===== src/design/tsme_pkg.sv =====
/*
  Package for the timer slave mode controller and encoder interface:
  mode codes, trigger select codes, widths, reset values and the
  carrier structs for configuration and module state.
  Assumes one kernel clock and a synchronous active-low reset.
*/
package tsme_pkg;

  // ==========================================================
  // Widths and counts
  localparam int unsigned TSME_CNT_W  = 16;
  localparam int unsigned TSME_SYNC_N = 4;  // three timer inputs plus trigger pin
  localparam int unsigned TSME_ETR_W  = 3;

  // Sync vector bit positions
  localparam int unsigned TSME_B_IN1 = 0;
  localparam int unsigned TSME_B_IN2 = 1;
  localparam int unsigned TSME_B_IN3 = 2;
  localparam int unsigned TSME_B_ETR = 3;

  // ==========================================================
  // Slave mode codes
  typedef enum logic [2:0] {
    TSME_SM_OFF   = 3'h0,
    TSME_SM_ENC1  = 3'h1,
    TSME_SM_ENC2  = 3'h2,
    TSME_SM_ENC3  = 3'h3,
    TSME_SM_RESET = 3'h4,
    TSME_SM_GATED = 3'h5,
    TSME_SM_TRIG  = 3'h6,
    TSME_SM_EXT1  = 3'h7
  } tsme_smode_e;

  // Trigger select codes
  typedef enum logic [2:0] {
    TSME_TS_INTERNAL_TRIGGER_0 = 3'h0,
    TSME_TS_INTERNAL_TRIGGER_1 = 3'h1,
    TSME_TS_INTERNAL_TRIGGER_2 = 3'h2,
    TSME_TS_INTERNAL_TRIGGER_3 = 3'h3,
    TSME_TS_ED1  = 3'h4,
    TSME_TS_FP1  = 3'h5,
    TSME_TS_FP2  = 3'h6,
    TSME_TS_ETRF = 3'h7
  } tsme_tsel_e;

  // ==========================================================
  // Software configuration carried as one bundle
  typedef struct packed {
    tsme_smode_e           slave_mode_select;
    tsme_tsel_e            trigger_select;
    logic                  input_one_polarity;
    logic                  input_two_polarity;
    logic                  xor_select;
    logic                  ext_trigger_polarity;
    logic [1:0]            ext_trigger_prescaler;
    logic                  ext_clock2_enable;
    logic                  update_request_source;
    logic                  trigger_irq_enable;
    logic                  trigger_dma_enable;
    logic [TSME_CNT_W-1:0] auto_reload_value;
    logic [TSME_CNT_W-1:0] counter_prescaler;
  } tsme_cfg_s;

  // All module state
  typedef struct packed {
    logic [TSME_SYNC_N-1:0] sync1;
    logic [TSME_SYNC_N-1:0] sync2;
    logic                   fp1_prev;
    logic                   fp2_prev;
    logic                   etr_prev;
    logic                   trig_prev;
    logic [TSME_ETR_W-1:0]  etr_cnt;
    logic [TSME_CNT_W-1:0]  psc_cnt;
    logic [TSME_CNT_W-1:0]  psc_act;
    logic [TSME_CNT_W-1:0]  arr_act;
    logic [TSME_CNT_W-1:0]  cnt;
    logic                   dir_down;
    logic                   counter_enable_bit;
    logic                   tflag;
    logic                   tirq;
    logic                   tdma;
    logic                   upd;
  } tsme_state_s;

  // ==========================================================
  // Reset values
  localparam tsme_state_s     TSME_STATE_RST = '0;
  localparam logic [TSME_CNT_W-1:0] TSME_CNT_ZERO = '0;

endpackage : tsme_pkg


===== src/design/tsme_top.sv =====
/*
  Slave mode controller and incremental encoder interface of one
  general-purpose timer instance. Holds the counter, its prescaler,
  trigger routing and the trigger flag.
  Assumes configuration bits come from a register file elsewhere,
  internal triggers come from sibling instances on the same clock,
  and timer inputs and the trigger pin are asynchronous pins.
*/
// Summary of operation
// - Mode 001 counts first-input edges, 010 second-input, 011 both.
// - Encoder counter wraps between zero and the reload value both ways.
// - Prescaler and counter outputs behave the same in encoder mode.
// - Encoder steps once per valid filtered edge, only while enabled.
// - First-input edge: rise down, fall up if second high; else reversed.
// - Second-input edge: rise up, fall down if first high; else reversed.
// - Encoder mode overrides external clock mode 2.
// - Codes 000..011 pick internal triggers routed per instance table.
// - Reset mode trigger clears counter and prescaler, counting continues.
// - Reset trigger with update source low raises update, loads preloads.
// - Trigger event in reset, trigger or external clock 1 mode sets flag, interrupt and DMA request when enabled.
// - Trigger select 101 picks filtered first input, 110 the second.
// - Timer inputs and trigger pin are resynchronised before acting, adding fixed delay; internal triggers are not.
// - Gated mode counts only while trigger level active; polarity inverts.
// - Gated mode sets the trigger flag on both start and stop.
// - Trigger mode edge sets the counter enable and the flag.
// - External clock 2 clocks counter alongside reset, gated, trigger.
// - Trigger pin prescaler 00 divides by one, polarity 0 rising edges.
// - XOR of three timer inputs can replace the first input in all its uses.
`timescale 1ns/100ps
`default_nettype none

module tsme_top
  import tsme_pkg::*;
#(
  parameter int unsigned INSTANCE_ID = 3   // Which sibling table row applies
) (
  input  wire logic                            i_ref_clk,      // Kernel clock
  input  wire logic                            i_rst_b,        // Sync reset, low
  input  wire tsme_pkg::tsme_cfg_s             i_cfg,          // Software config
  input  wire logic                            i_cen_set,      // Enable pulse
  input  wire logic                            i_cen_clr,      // Disable pulse
  input  wire logic                            i_flag_clr,     // Flag clear pulse
  input  wire logic                            i_timer_input_one,  // Pin
  input  wire logic                            i_timer_input_two,  // Pin
  input  wire logic                            i_timer_input_three, // Pin
  input  wire logic                            i_external_trigger_pin, // Pin
  input  wire logic                            i_trig_inst3,   // Sibling trigger
  input  wire logic                            i_trig_inst4,   // Sibling trigger
  input  wire logic                            i_trig_inst5,   // Sibling trigger
  output logic [tsme_pkg::TSME_CNT_W-1:0]      o_count,        // Counter value
  output logic                                 o_dir_down,     // Down direction
  output logic                                 o_counter_enable, // Enable state
  output logic                                 o_trigger_flag, // Sticky flag
  output logic                                 o_trigger_irq,  // Interrupt req
  output logic                                 o_trigger_dma,  // DMA req pulse
  output logic                                 o_update_event  // Update pulse
);
  import tsme_pkg::*;

  // ==========================================================
  // Helpers

  // Internal trigger routing; reserved slots read low
  function automatic logic route_itr(input logic [2:0] code, input logic t3,
                                     input logic t4, input logic t5);
    logic r;
    r = 1'b0;
    if (INSTANCE_ID == 3) begin
      if (code == TSME_TS_INTERNAL_TRIGGER_0) r = t5;
      else if (code == TSME_TS_INTERNAL_TRIGGER_2) r = t4;
    end else if (INSTANCE_ID == 4) begin
      if (code == TSME_TS_INTERNAL_TRIGGER_1) r = t3;
      else if (code == TSME_TS_INTERNAL_TRIGGER_2) r = t5;
    end else begin
      if (code == TSME_TS_INTERNAL_TRIGGER_1) r = t3;
      else if (code == TSME_TS_INTERNAL_TRIGGER_2) r = t4;
    end
    return r;
  endfunction : route_itr

  // Divide ratio of the trigger pin prescaler, minus one
  function automatic logic [TSME_ETR_W-1:0] etr_div(input logic [1:0] pre);
    return TSME_ETR_W'((1 << pre) - 1);
  endfunction : etr_div

  tsme_state_s st_q;
  tsme_state_s st_d;

  logic                  in1_src;
  logic                  fp1;
  logic                  fp2;
  logic                  etrp;
  logic                  fp1_rise;
  logic                  fp1_fall;
  logic                  fp2_rise;
  logic                  fp2_fall;
  logic                  is_enc;
  logic                  enc_a;
  logic                  enc_b;
  logic                  enc_step;
  logic                  enc_down;
  logic                  etr_edge;
  logic                  etr_tick;
  logic                  trig_sig;
  logic                  trig_evt;
  logic                  gate_chg;
  logic                  tick;
  logic                  run;
  logic                  psc_wrap;
  logic                  rst_trig;
  logic                  flag_set;

  // ==========================================================
  // Input conditioning, after the synchroniser's second stage
  always_comb begin
    in1_src  = st_q.sync2[TSME_B_IN1];
    if (i_cfg.xor_select) begin
      in1_src = st_q.sync2[TSME_B_IN1] ^ st_q.sync2[TSME_B_IN2]
              ^ st_q.sync2[TSME_B_IN3];
    end
    fp1      = in1_src ^ i_cfg.input_one_polarity;
    fp2      = st_q.sync2[TSME_B_IN2] ^ i_cfg.input_two_polarity;
    etrp     = st_q.sync2[TSME_B_ETR] ^ i_cfg.ext_trigger_polarity;
    fp1_rise = fp1 & ~st_q.fp1_prev;
    fp1_fall = ~fp1 & st_q.fp1_prev;
    fp2_rise = fp2 & ~st_q.fp2_prev;
    fp2_fall = ~fp2 & st_q.fp2_prev;
  end

  // Encoder decode; inputs assumed not to switch together
  always_comb begin
    is_enc   = (i_cfg.slave_mode_select == TSME_SM_ENC1)
             | (i_cfg.slave_mode_select == TSME_SM_ENC2)
             | (i_cfg.slave_mode_select == TSME_SM_ENC3);
    enc_a    = (fp1_rise | fp1_fall) & (i_cfg.slave_mode_select != TSME_SM_ENC2);
    enc_b    = (fp2_rise | fp2_fall) & (i_cfg.slave_mode_select != TSME_SM_ENC1);
    enc_step = is_enc & (enc_a | enc_b);
    enc_down = st_q.dir_down;
    if (enc_a) begin
      enc_down = (fp1 == fp2);
    end else if (enc_b) begin
      enc_down = (fp1 != fp2);
    end
  end

  // Trigger source and trigger pin divider
  always_comb begin
    etr_edge = etrp & ~st_q.etr_prev;
    etr_tick = etr_edge & (st_q.etr_cnt == etr_div(i_cfg.ext_trigger_prescaler));
    case (i_cfg.trigger_select)
      TSME_TS_ED1:  trig_sig = fp1_rise | fp1_fall;
      TSME_TS_FP1:  trig_sig = fp1;
      TSME_TS_FP2:  trig_sig = fp2;
      TSME_TS_ETRF: trig_sig = etrp;
      default:      trig_sig = route_itr(i_cfg.trigger_select, i_trig_inst3,
                                         i_trig_inst4, i_trig_inst5);
    endcase
    // Edge detector source already pulses once per edge
    trig_evt = (i_cfg.trigger_select == TSME_TS_ED1) ? trig_sig
             : (trig_sig & ~st_q.trig_prev);
    gate_chg = trig_sig ^ st_q.trig_prev;
  end

  // Counter clock selection; encoder first, so clock 2 yields to it
  always_comb begin
    if (is_enc) begin
      tick = enc_step;
    end else if (i_cfg.slave_mode_select == TSME_SM_EXT1) begin
      tick = trig_evt;
    end else if (i_cfg.ext_clock2_enable) begin
      tick = etr_tick;
    end else begin
      tick = 1'b1;
    end
    run = st_q.counter_enable_bit & ((i_cfg.slave_mode_select != TSME_SM_GATED) | trig_sig);
    psc_wrap = run & tick & (st_q.psc_cnt == st_q.psc_act);
    rst_trig = (i_cfg.slave_mode_select == TSME_SM_RESET) & trig_evt;
    flag_set = trig_evt & ((i_cfg.slave_mode_select == TSME_SM_RESET)
                         | (i_cfg.slave_mode_select == TSME_SM_TRIG)
                         | (i_cfg.slave_mode_select == TSME_SM_EXT1));
    if (i_cfg.slave_mode_select == TSME_SM_GATED) begin
      flag_set = st_q.counter_enable_bit & gate_chg;
    end
  end

  // ==========================================================
  // Next state
  always_comb begin
    st_d           = st_q;
    st_d.sync1     = {i_external_trigger_pin, i_timer_input_three,
                      i_timer_input_two, i_timer_input_one};
    st_d.sync2     = st_q.sync1;
    st_d.fp1_prev  = fp1;
    st_d.fp2_prev  = fp2;
    st_d.etr_prev  = etrp;
    st_d.trig_prev = trig_sig;
    st_d.upd       = 1'b0;
    st_d.tdma      = 1'b0;

    // Trigger pin divider counts polarity-selected rising edges
    if (etr_tick) begin
      st_d.etr_cnt = '0;
    end else if (etr_edge) begin
      st_d.etr_cnt = st_q.etr_cnt + TSME_ETR_W'(1);
    end

    // Enable: trigger mode start or software set beat a clear
    if (i_cen_clr) st_d.counter_enable_bit = 1'b0;
    if (i_cen_set) st_d.counter_enable_bit = 1'b1;
    if (i_cfg.slave_mode_select == TSME_SM_TRIG && trig_evt) begin
      st_d.counter_enable_bit = 1'b1;
    end

    if (is_enc && enc_step && st_q.counter_enable_bit) begin
      st_d.dir_down = enc_down;
    end

    // Prescaler and counter; same path serves every mode
    if (rst_trig) begin
      st_d.psc_cnt = '0;
      st_d.cnt     = TSME_CNT_ZERO;
      st_d.upd     = ~i_cfg.update_request_source;
    end else if (psc_wrap) begin
      st_d.psc_cnt = '0;
      if (is_enc && enc_down) begin
        if (st_q.cnt == TSME_CNT_ZERO) begin
          st_d.cnt = st_q.arr_act;
          st_d.upd = 1'b1;
        end else begin
          st_d.cnt = st_q.cnt - TSME_CNT_W'(1);
        end
      end else begin
        if (st_q.cnt == st_q.arr_act) begin
          st_d.cnt = TSME_CNT_ZERO;
          st_d.upd = 1'b1;
        end else begin
          st_d.cnt = st_q.cnt + TSME_CNT_W'(1);
        end
      end
    end else if (run && tick) begin
      st_d.psc_cnt = st_q.psc_cnt + TSME_CNT_W'(1);
    end

    // Update event moves preloads into the active copies
    if (st_d.upd) begin
      st_d.arr_act = i_cfg.auto_reload_value;
      st_d.psc_act = i_cfg.counter_prescaler;
    end

    // Flag: a new event wins over a clear in the same cycle
    if (i_flag_clr) st_d.tflag = 1'b0;
    if (flag_set) begin
      st_d.tflag = 1'b1;
      st_d.tdma  = i_cfg.trigger_dma_enable;
    end
    st_d.tirq = st_d.tflag & i_cfg.trigger_irq_enable;
  end

  // State register, synchronous reset
  always_ff @(posedge i_ref_clk) begin
    if (!i_rst_b) begin
      st_q <= TSME_STATE_RST;
    end else begin
      st_q <= st_d;
    end
  end

  // Outputs straight from flops
  assign o_count          = st_q.cnt;
  assign o_dir_down       = st_q.dir_down;
  assign o_counter_enable = st_q.counter_enable_bit;
  assign o_trigger_flag   = st_q.tflag;
  assign o_trigger_irq    = st_q.tirq;
  assign o_trigger_dma    = st_q.tdma;
  assign o_update_event   = st_q.upd;
endmodule : tsme_top

`default_nettype wire


===== config.mk =====
export PLATFORM = sky130hd
export DESIGN_NAME = tsme_top
export DESIGN_NICKNAME = d
export VERILOG_FILES = /design/src/design/tsme_pkg.sv /design/src/design/tsme_top.sv
export SDC_FILE = /design/constraint.sdc
export NUM_CORES = 1
export LEC_CHECK = 0
export BUFFER_PORTS_ARGS = -buffer_cell sky130_fd_sc_hd__buf_2
export CAP_MARGIN = 25
export CORE_MARGIN = 2
export CORE_UTILIZATION = 59
export CTS_BUF_LIST = sky130_fd_sc_hd__clkbuf_2
export DETAILED_ROUTE_END_ITERATION = 6
export PLACE_DENSITY_LB_ADDON = 0.25
export SLEW_MARGIN = 30
export SYNTH_ARGS = -nofsm -noshare
export SYNTH_HDL_FRONTEND = slang
export SYNTH_SLANG_ARGS = --single-unit

===== constraint.sdc =====
create_clock -name i_ref_clk -period 4.15 [get_ports i_ref_clk]
set_input_delay 0.415 -clock i_ref_clk [delete_from_list [all_inputs] [get_ports i_ref_clk]]
set_output_delay 0.415 -clock i_ref_clk [all_outputs]
set_load 0.01 [all_outputs]

# After elaboration in Yosys (flattened, before gate mapping)
# Cells that the tools add are included.
dict set report totals {
  register_bits 85
  out_inout_bits 22
  latchBits 0
  ramBits 0
  elab_cells 118
  romBits 0
  mem_count 0
}
dict set report classes {
  eq_ne 20
  mul 0
  mux 24
  div_mod_pow 0
  add_sub_neg 5
  n_reduce_logical 12
  n_bitwise 39
  n_lt_le_gt_ge 0
  n_shift 1
}
# cell n
set op_table {}
lappend op_table {{16-bit 2-to-1 mux} 3}
lappend op_table {{16-bit by 1-bit adder with 16-bit output (second input constant)} 2}
lappend op_table {{16-bit == test} 2}
lappend op_table {{3-bit == test (second input constant)} 8}
lappend op_table {{1-bit 2-to-1 mux} 20}
lappend op_table {{1-bit bitwise AND} 17}
lappend op_table {{16-bit zero test} 1}
lappend op_table {{16-bit by 1-bit subtractor with 16-bit output (second input constant)} 1}
lappend op_table {{3-bit by 2-bit == test with 1-bit output (second input constant)} 3}
lappend op_table {{1-bit NOT} 8}
lappend op_table {{1-bit bitwise OR} 8}
lappend op_table {{1-bit XOR} 6}
lappend op_table {{1-bit logical AND} 5}
lappend op_table {{1-bit one-hot mux with 4 select lines} 1}
lappend op_table {{2-bit OR reduction} 2}
lappend op_table {{3-bit by 1-bit adder with 3-bit output (second input constant)} 1}
lappend op_table {{3-bit by 1-bit == test with 1-bit output (second input constant)} 1}
lappend op_table {{3-bit == test} 1}
lappend op_table {{3-bit zero test} 1}
lappend op_table {{3-bit by 1-bit inequality test with 1-bit output (second input constant)} 1}
lappend op_table {{3-bit by 2-bit inequality test with 1-bit output (second input constant)} 1}
lappend op_table {{3-bit inequality test (second input constant)} 1}
lappend op_table {{3-bit nonzero test} 1}
lappend op_table {{3-bit OR reduction} 1}
lappend op_table {{5 further kinds} 5}

# Depth between registers and ports, before layout
# Gate-level depths: netlist (run 1).
dict set report logic_depth {
  ltp_word 16
  mapped_depth 14
}

# Least setup slack after synthesis (run 1)
# No wires, ideal clock.
dict set report synth_path {
  path_kind {register to register}
  startpoint {register st_q[76] in the netlist's numbering}
  endpoint {register st_q[25] in the netlist's numbering}
  stages_incl_launch_ff 15
  t_required_ns 4.030
  setup_time_ns 0.120
  arrival_time_ns 2.809
  path_slack_ns 1.222
  cell_sequence {dfxtp_1 -> clkbuf_1 -> nor2b_1 -> xnor2_1 -> xnor2_1 -> nor2_1 -> o21ai_0 -> ha_1 -> o21ai_0 -> a211o_1 -> a211oi_2 -> and3_1 -> a41oi_4 -> buf_6 -> mux2i_1}
}
# element line
set synth_rtl {}
lappend synth_rtl {{from (decl)} tsme_top.sv:86} ;# tsme_state_s st_q;
lappend synth_rtl {{from (signal assigned)} tsme_top.sv:264} ;# st_q <= st_d;

==> results.yml, run 1 <==
run_status:
  outcome: "finished clean"
critical_path:
  setup.worst_path.start_class: "register"
  reg2reg_from: "st_q[78]"
  timing.critical_path.to: "st_q[67]"
  r2r_setup_slack_ps: 470
  worstSetupPathDepth: 13
  setup.worst_path.start: "st_q[78]"
  critPathBufInv: 1
  critical-path-slowest-cell: "sky130_fd_sc_hd__dfxtp_1"
  cp_common_cell: "sky130_fd_sc_hd__o21ai_0"
  worst-setup-path-type: "reg2reg"
  max_stage_delay_ps: 550
  crit_arrival_ps: 4130
  cp_cell_sequence: "xor2_2 -> nand2_1 -> xnor2_1 -> nor2_1 -> o21ai_0 -> ha_1 -> o21ai_0 -> a211o_1 -> a211oi_2 -> buf_4 -> nand4_1 -> or3_1 -> a21oi_1"
  timing.rr.end: "st_q[67]"
  cp_top_family: "simple AND/OR/NAND/NOR gates"
  worstPathRequired_ps: 4600
  timing.critical_path.fanout_max: 12
  reg2reg_depth: 13
  crit_path_end_kind: "register"
cells_and_area:
  layout.core_utilization_pct: 65.91
  filler_cell_count: 745
  final_cell_count_no_fill: 811
  areaGrowthSynthToFinish_pct: 8.734
  drive_above_1_share_pct: 16.79
  seqCellArea_um2: 1702
  num_antenna_cells: 0
  layout.nets: 764
  final_common_cell: "sky130_fd_sc_hd__nand2_1"
  multi_input_comb_area_um2: 3216
  mostFrequentLayoutCells: "sky130_fd_sc_hd__nand2_1, sky130_fd_sc_hd__dfxtp_1, sky130_fd_sc_hd__buf_2, sky130_fd_sc_hd__xnor2_1, sky130_fd_sc_hd__mux2i_1"
global_route:
  vias_in_the_first_global_route: 4564
  grt.total_usage_pct: 25.28
  grt.overflow.total: 0
  grt_pass1_wl_um: 20670
  grt_max_degree: 63
  antenna_found_initial: 0
clock_tree:
  htree_num_levels: 3
  cts_buffer_depth: 2
  cts_made_buffers: 9
  tritoncts: "done"
  cts.reportedPaths.clkPinSlew_ps: 260
  number_of_clock_sinks: 85
  clock_tree.root_cell: "sky130_fd_sc_hd__clkbuf_2"
  post_cts.resized_instances: 0
  cts_hold_buffers: 0
  post-cts-setup-buffers: 0
  insertion_delay_ps: 550
yosys:
  synth.distinct_cells: 58
  ys.flop_type: "sky130_fd_sc_hd__dfxtp_1"
  yosysTopAreaCell: "sky130_fd_sc_hd__dfxtp_1"
  post_synth_instance_area_um2: 5286
  yosysSeqAreaShare_pct: 32.19
  synth_enable_flop_cells: 0
  netlist.area_leader.share_pct: 32.19
  ys_async_sr_fraction_pct: 0
  net_count_after_synthesis: 726
  synth.avg_cell_area_um2: 8.010
  yosys_register_bits: 85
  syn-instance-count: 660
  yosys_warnings: 0
  synth_top_cells_by_area: "sky130_fd_sc_hd__dfxtp_1, sky130_fd_sc_hd__xnor2_1, sky130_fd_sc_hd__nand2_1, sky130_fd_sc_hd__mux2i_1, sky130_fd_sc_hd__o21ai_0"
power_and_ir_drop:
  power.share.combinational_pct: 34.3
  power.leakage_uw: 0.002551
  sequentialPowerShare_pct: 41.0
  power_dissipated_by_switching_net_loads_uw: 792.3
  clockPowerShare_pct: 24.7
  irDropWorstVdd_v: 0.0002595
  power.switching_fraction_pct: 35.14
  power.internal_uw: 1463
  pwr_density_cell_nw_per_um2: 392.3
detailed_routing:
  drt.antenna.violating_nets: 0
  routedWlPerCell_um: 14.95
  dr.first_iter.drc_count: 158
  drc_errors: 0
  drt_first_pass_iters: 4
  via_count: 4739
  routed_wirelength_um: 12120
  routed_via_density: 5.843
timing:
  totalNegativeSetupSlack_ps: 0
  grt_setup_unrepaired: "false"
  fin_crit_sh_pct: 88.65
  worst_slew_pin_slew_ps: 649.8
  clock.fmax_mhz: 271.8
  setup_viol: 0
  max_slew_vio_count: 0
  min_period_ps: 3679
  hold_violations: 0
  maxSlewHeadroom_pct: 56.32
  fin_worst_skew_ps: 40.90
job:
  timing.max_cap.violations: 0
floorplanning:
  chipHeight_um: 98.66
  coreArea_um2: 8721
  placement_rows: 34
  die_area_um2: 9733
  io_pins: 82
  floorplan.initialDensity_pct: 60.62
  chipWidth_um: 98.66
place:
  place_inst: 795
  hpwlAfterDp_um: 8892
  place.gp.congestion: 0.8802
  io_buffers: 80
hold_path:
  worstHoldPathType: "in2reg"
state kept, by name, summed over array words and instances (netlist names):
| register | flops |
|---|---|
| o_dir_down | 1 |
| o_update_event | 1 |
| st_d | 4 |
| o_trigger_flag | 1 |
| o_counter_enable | 1 |
| st_q | 59 |
| o_trigger_irq | 1 |
| o_trigger_dma | 1 |
| o_count | 16 |
worst reg2reg max path: stages, from the launching register on:
cell and delay [ps]:
sky130_fd_sc_hd__dfxtp_1 550, sky130_fd_sc_hd__xor2_2 290, sky130_fd_sc_hd__nand2_1 110, sky130_fd_sc_hd__xnor2_1 260, sky130_fd_sc_hd__nor2_1 70, sky130_fd_sc_hd__o21ai_0 240, sky130_fd_sc_hd__ha_1 210, sky130_fd_sc_hd__o21ai_0 90
sky130_fd_sc_hd__a211o_1 290, sky130_fd_sc_hd__a211oi_2 230, sky130_fd_sc_hd__buf_4 230, sky130_fd_sc_hd__nand4_1 390, sky130_fd_sc_hd__or3_1 470, sky130_fd_sc_hd__a21oi_1 170
per-layer routing:
| metal | wire, µm | share of wire, % | track usage (%) |
|---|---|---|---|
| met5 | 0 | 0 | 0 |
| met4 | 230 | 1.9 | 8.957 |
| met3 | 571 | 4.7 | 4.326 |
| met2 | 5949 | 49 | 43.49 |
| met1 | 5370 | 44 | 31.99 |
synth_stat cells (3+ instances only):
cell type / n
sky130_fd_sc_hd__o211ai_1: 3
sky130_fd_sc_hd__or3_1: 10
sky130_fd_sc_hd__nand2_1: 107
sky130_fd_sc_hd__dfxtp_1: 85
sky130_fd_sc_hd__and3_1: 10
sky130_fd_sc_hd__or2_2: 3
sky130_fd_sc_hd__ha_1: 6
sky130_fd_sc_hd__o21ai_0: 38
sky130_fd_sc_hd__and2_1: 13
sky130_fd_sc_hd__inv_1: 11
sky130_fd_sc_hd__buf_4: 17
sky130_fd_sc_hd__nand2b_1: 5
sky130_fd_sc_hd__and4_1: 3
sky130_fd_sc_hd__nor3_1: 23
sky130_fd_sc_hd__nor4_1: 10
sky130_fd_sc_hd__o211a_1: 10
sky130_fd_sc_hd__buf_2: 5
sky130_fd_sc_hd__nand3_1: 14
sky130_fd_sc_hd__buf_6: 5
sky130_fd_sc_hd__a211oi_1: 4
sky130_fd_sc_hd__xor2_1: 11
sky130_fd_sc_hd__nor2b_1: 9
sky130_fd_sc_hd__nor2_1: 36
sky130_fd_sc_hd__mux2i_1: 39
sky130_fd_sc_hd__nand4_1: 16
sky130_fd_sc_hd__xnor2_1: 51
sky130_fd_sc_hd__clkbuf_1: 33
sky130_fd_sc_hd__a21oi_1: 32
sky130_fd_sc_hd__nor3b_1: 8
sky130_fd_sc_hd__nor4b_1: 10
stage by stage:
| stage | total power (µW) | worst slack, ps | hold slack (ps) | instance area (µm²) |
|---|---|---|---|---|
| after floorplan | 1528 | 1222 | 411.9 | 5286 |
| after global placement | 1682 | 628.7 | 413.7 | 5580 |
| after detailed placement | 1707 | 439.8 | 423.0 | 5580 |
| after CTS | 2256 | 497.1 | 37.81 | 5742 |
| after global routing | 2380 | 151.8 | 30.21 | 5748 |
| final | 2255 | 471.1 | 65.80 | 5748 |
power groups by stage:
stage               sequential [µW]  clock (µW)  combinational [µW]
floorplan                       919           0                 609
global placement                937           0                 745
detailed placement              940           0                 768
CTS                             924         563                 770
global route                    932         594                 854
finish                          924         556                 774
worst min path at each step:
stage                     slack, ps  depth (start not counted)                start        to
final                            70                          3            i_cfg[26]  st_q[32]
after floorplan                 410                          1             st_d[77]  st_q[77]
after global routing             30                          3            i_cfg[27]  st_q[33]
after global placement          410                          1             st_d[79]  st_q[79]
after CTS                        40                          2  i_timer_input_three  st_d[79]
after detailed placement        420                          1             st_d[77]  st_q[77]
logic make-up (layout without fill, tap and decap cells):
| logic type | count (synthesis) | count (layout) | share of synthesized area, % |
|---|---|---|---|
| and+or+nand+nor | 288 | 288 | 27.74 |
| AOI/OAI and AO/OA | 104 | 104 | 12.57 |
| DFF | 85 | 85 | 32.19 |
| buffers and inverters | 73 | 116 | 7.219 |
| xor gates and xnor gates | 65 | 65 | 11.48 |
| muxes | 39 | 39 | 7.385 |
| adders and majority gates | 6 | 6 | 1.420 |
final cells by class:
type | instances | share of cell area (%)
multi-input cells | 502 | 55.94
inverters | 11 | 0.7183
clock inverters | 6 | 1.937
repair buffers | 89 | 8.576
flip-flops and latches | 85 | 29.60
clock buffers | 10 | 0.8707
well taps | 108 | 2.351
Note: power is estimated with default switching activity, not from simulation.
==> run 2: changes to the inputs <==
--- a/config.mk
+++ b/config.mk
@@ -11,7 +11,7 @@
 export CORE_UTILIZATION = 59
 export CTS_BUF_LIST = sky130_fd_sc_hd__clkbuf_2
 export DETAILED_ROUTE_END_ITERATION = 6
-export PLACE_DENSITY_LB_ADDON = 0.25
+export PLACE_DENSITY = 0.82
 export SLEW_MARGIN = 30
 export SYNTH_ARGS = -nofsm -noshare
 export SYNTH_HDL_FRONTEND = slang
==> results.yml, run 2 (synthesis results as in run 1) <==
run_status:
  outcome: "finished clean"
detailed_routing:
  via_count: 4801
  drc_errors: 0
  dr.first_iter.drc_count: 172
  routed_wirelength_um: 12280
  drt_first_pass_iters: 5
  routedWlPerCell_um: 15.20
  routed_via_density: 5.942
  drt.antenna.violating_nets: 0
place:
  dp_slack_ps: 430.3
  place.gp.congestion: 0.9085
  hpwlAfterDp_um: 8825
  io_buffers: 80
floorplanning:
  coreArea_um2: 8721
  die_area_um2: 9733
  placement_rows: 34
  io_pins: 82
  chipHeight_um: 98.66
  chipWidth_um: 98.66
  floorplan.initialDensity_pct: 60.62
power_and_ir_drop:
  sequentialPowerShare_pct: 42.7
  power.internal_uw: 1377
  power_dissipated_by_switching_net_loads_uw: 788.2
  power.switching_fraction_pct: 36.40
  clockPowerShare_pct: 21.8
  power.share.combinational_pct: 35.5
  pwr_density_cell_nw_per_um2: 381.7
  power.leakage_uw: 0.002504
  irDropWorstVdd_v: 0.0002079
cells_and_area:
  final_common_cell: "sky130_fd_sc_hd__nand2_1"
  areaGrowthSynthToFinish_pct: 7.290
  drive_above_1_share_pct: 16.29
  filler_cell_count: 748
  layout.nets: 762
  num_antenna_cells: 0
  layout.core_utilization_pct: 65.04
  flip_flop_count_of_the_largest_register_all_copies_and_words_added: 59
  mostFrequentLayoutCells: "sky130_fd_sc_hd__nand2_1, sky130_fd_sc_hd__dfxtp_1, sky130_fd_sc_hd__buf_2, sky130_fd_sc_hd__xnor2_1, sky130_fd_sc_hd__mux2i_1"
  top_register: "st_q"
critical_path:
  worstPathRequired_ps: 4580
  reg2reg_from: "st_q[78]"
  setup.worst_path.start: "st_q[78]"
  worst-setup-path-type: "reg2reg"
  timing.critical_path.fanout_max: 16
  crit_path_end_kind: "register"
  setup.worst_path.start_class: "register"
  crit_arrival_ps: 4250
timing:
  fin_worst_skew_ps: 28.48
  clock.fmax_mhz: 261.8
  totalNegativeSetupSlack_ps: 0
  fin_crit_sh_pct: 92.05
  hold_violations: 0
  final_critical_path_setup_slack_ps: 329.8
  worst_slew_pin_slew_ps: 872.8
  maxSlewHeadroom_pct: 41.81
  max_slew_vio_count: 0
  grt_setup_unrepaired: "false"
  whs_ps: 44.35
  setup_viol: 0
  min_period_ps: 3820
clock_tree:
  cts.reportedPaths.clkPinSlew_ps: 230
  clock_tree.root_cell: "sky130_fd_sc_hd__clkbuf_2"
  cts_buffer_depth: 2
  htree_num_levels: 3
  number_of_clock_sinks: 85
  post-cts-setup-buffers: 0
  cts_made_buffers: 9
  cts_hold_buffers: 0
  tritoncts: "done"
  insertion_delay_ps: 560
  post_cts.resized_instances: 0
global_route:
  grt_max_degree: 49
  antenna_found_initial: 0
  grt_pass1_wl_um: 20380
  grt.overflow.total: 0
  grt.total_usage_pct: 25.10
  vias_in_the_first_global_route: 4510
job:
  timing.max_cap.violations: 0
hold_path:
  worstHoldPathType: "in2reg"
  hold_start: "i_cfg[33]"
-- run 2: cell count changes in the layout (fill, tap and decap cells not counted) --
cell,before,now
sky130_fd_sc_hd__clkbuf_2,10,9
sky130_fd_sc_hd__clkinv_4,2,0
sky130_fd_sc_hd__clkinv_1,1,3
sky130_fd_sc_hd__bufinv_16,3,2
sky130_fd_sc_hd__buf_12,2,0
sky130_fd_sc_hd__clkinvlp_4,0,1
sky130_fd_sc_hd__or3_2,0,1
sky130_fd_sc_hd__or3_1,10,9
-- run 2: per-stage QoR --
step	power (µW)	std cells	instance area [µm²]
detailed placement	1693	793	5540
floorplan	1528	660	5286
global placement	1663	793	5540
finish	2165	808	5672
CTS	2163	808	5664
global route	2291	808	5672
-- run 2: final cells by class --
cell class / count / area (µm²) / area share (%)
Inverter: 11 / 41.29 / 0.7280
Sequential cell: 85 / 1702 / 30.00
Clock inverter: 6 / 78.83 / 1.390
Multi-Input combinational cell: 502 / 3217 / 56.72
Timing Repair Buffer: 87 / 452.9 / 7.986
Clock buffer: 9 / 45.04 / 0.7942
Tap cell: 108 / 135.1 / 2.383
-- run 2: power groups by stage --
stage | clock (µW) | combinational (µW) | sequential (µW)
6_report | 473 | 768 | 924
5_1_grt | 517 | 842 | 933
4_1_cts | 479 | 760 | 924
3_5_place_dp | 0 | 753 | 940
3_3_place_gp | 0 | 727 | 936
2_1_floorplan | 0 | 609 | 919
-- run 2: final timing paths --
path / endpoint / slack [ps] / cells after the start
max: st_q[64] / 330 / 12
min: o_trigger_irq / 40 / 2
max reg2reg: st_q[64] / 330 / 12
min reg2reg: st_q[79] / 470 / 1
-- run 2: routing by layer --
layer / global-route usage, % / vias up / part of all wire [%]
met5: 0 / - / 0
met4: 11.38 / 0 / 2.6
met3: 4.113 / 28 / 5.6
met2: 42.39 / 158 / 48
met1: 31.56 / 2268 / 44
li1: - / 2347 / -
-- run 2: worst max-delay path, stage by stage (launching register included) --
cell and delay, ps:
sky130_fd_sc_hd__dfxtp_1 570, sky130_fd_sc_hd__xor2_2 300, sky130_fd_sc_hd__nand2_1 140, sky130_fd_sc_hd__xnor2_1 250, sky130_fd_sc_hd__nor2_1 60, sky130_fd_sc_hd__o21ai_0 270, sky130_fd_sc_hd__ha_1 230, sky130_fd_sc_hd__o21ai_0 100
sky130_fd_sc_hd__a211o_1 300, sky130_fd_sc_hd__a211oi_2 290, sky130_fd_sc_hd__nand3_1 430, sky130_fd_sc_hd__nand3_1 650, sky130_fd_sc_hd__nor2_1 120
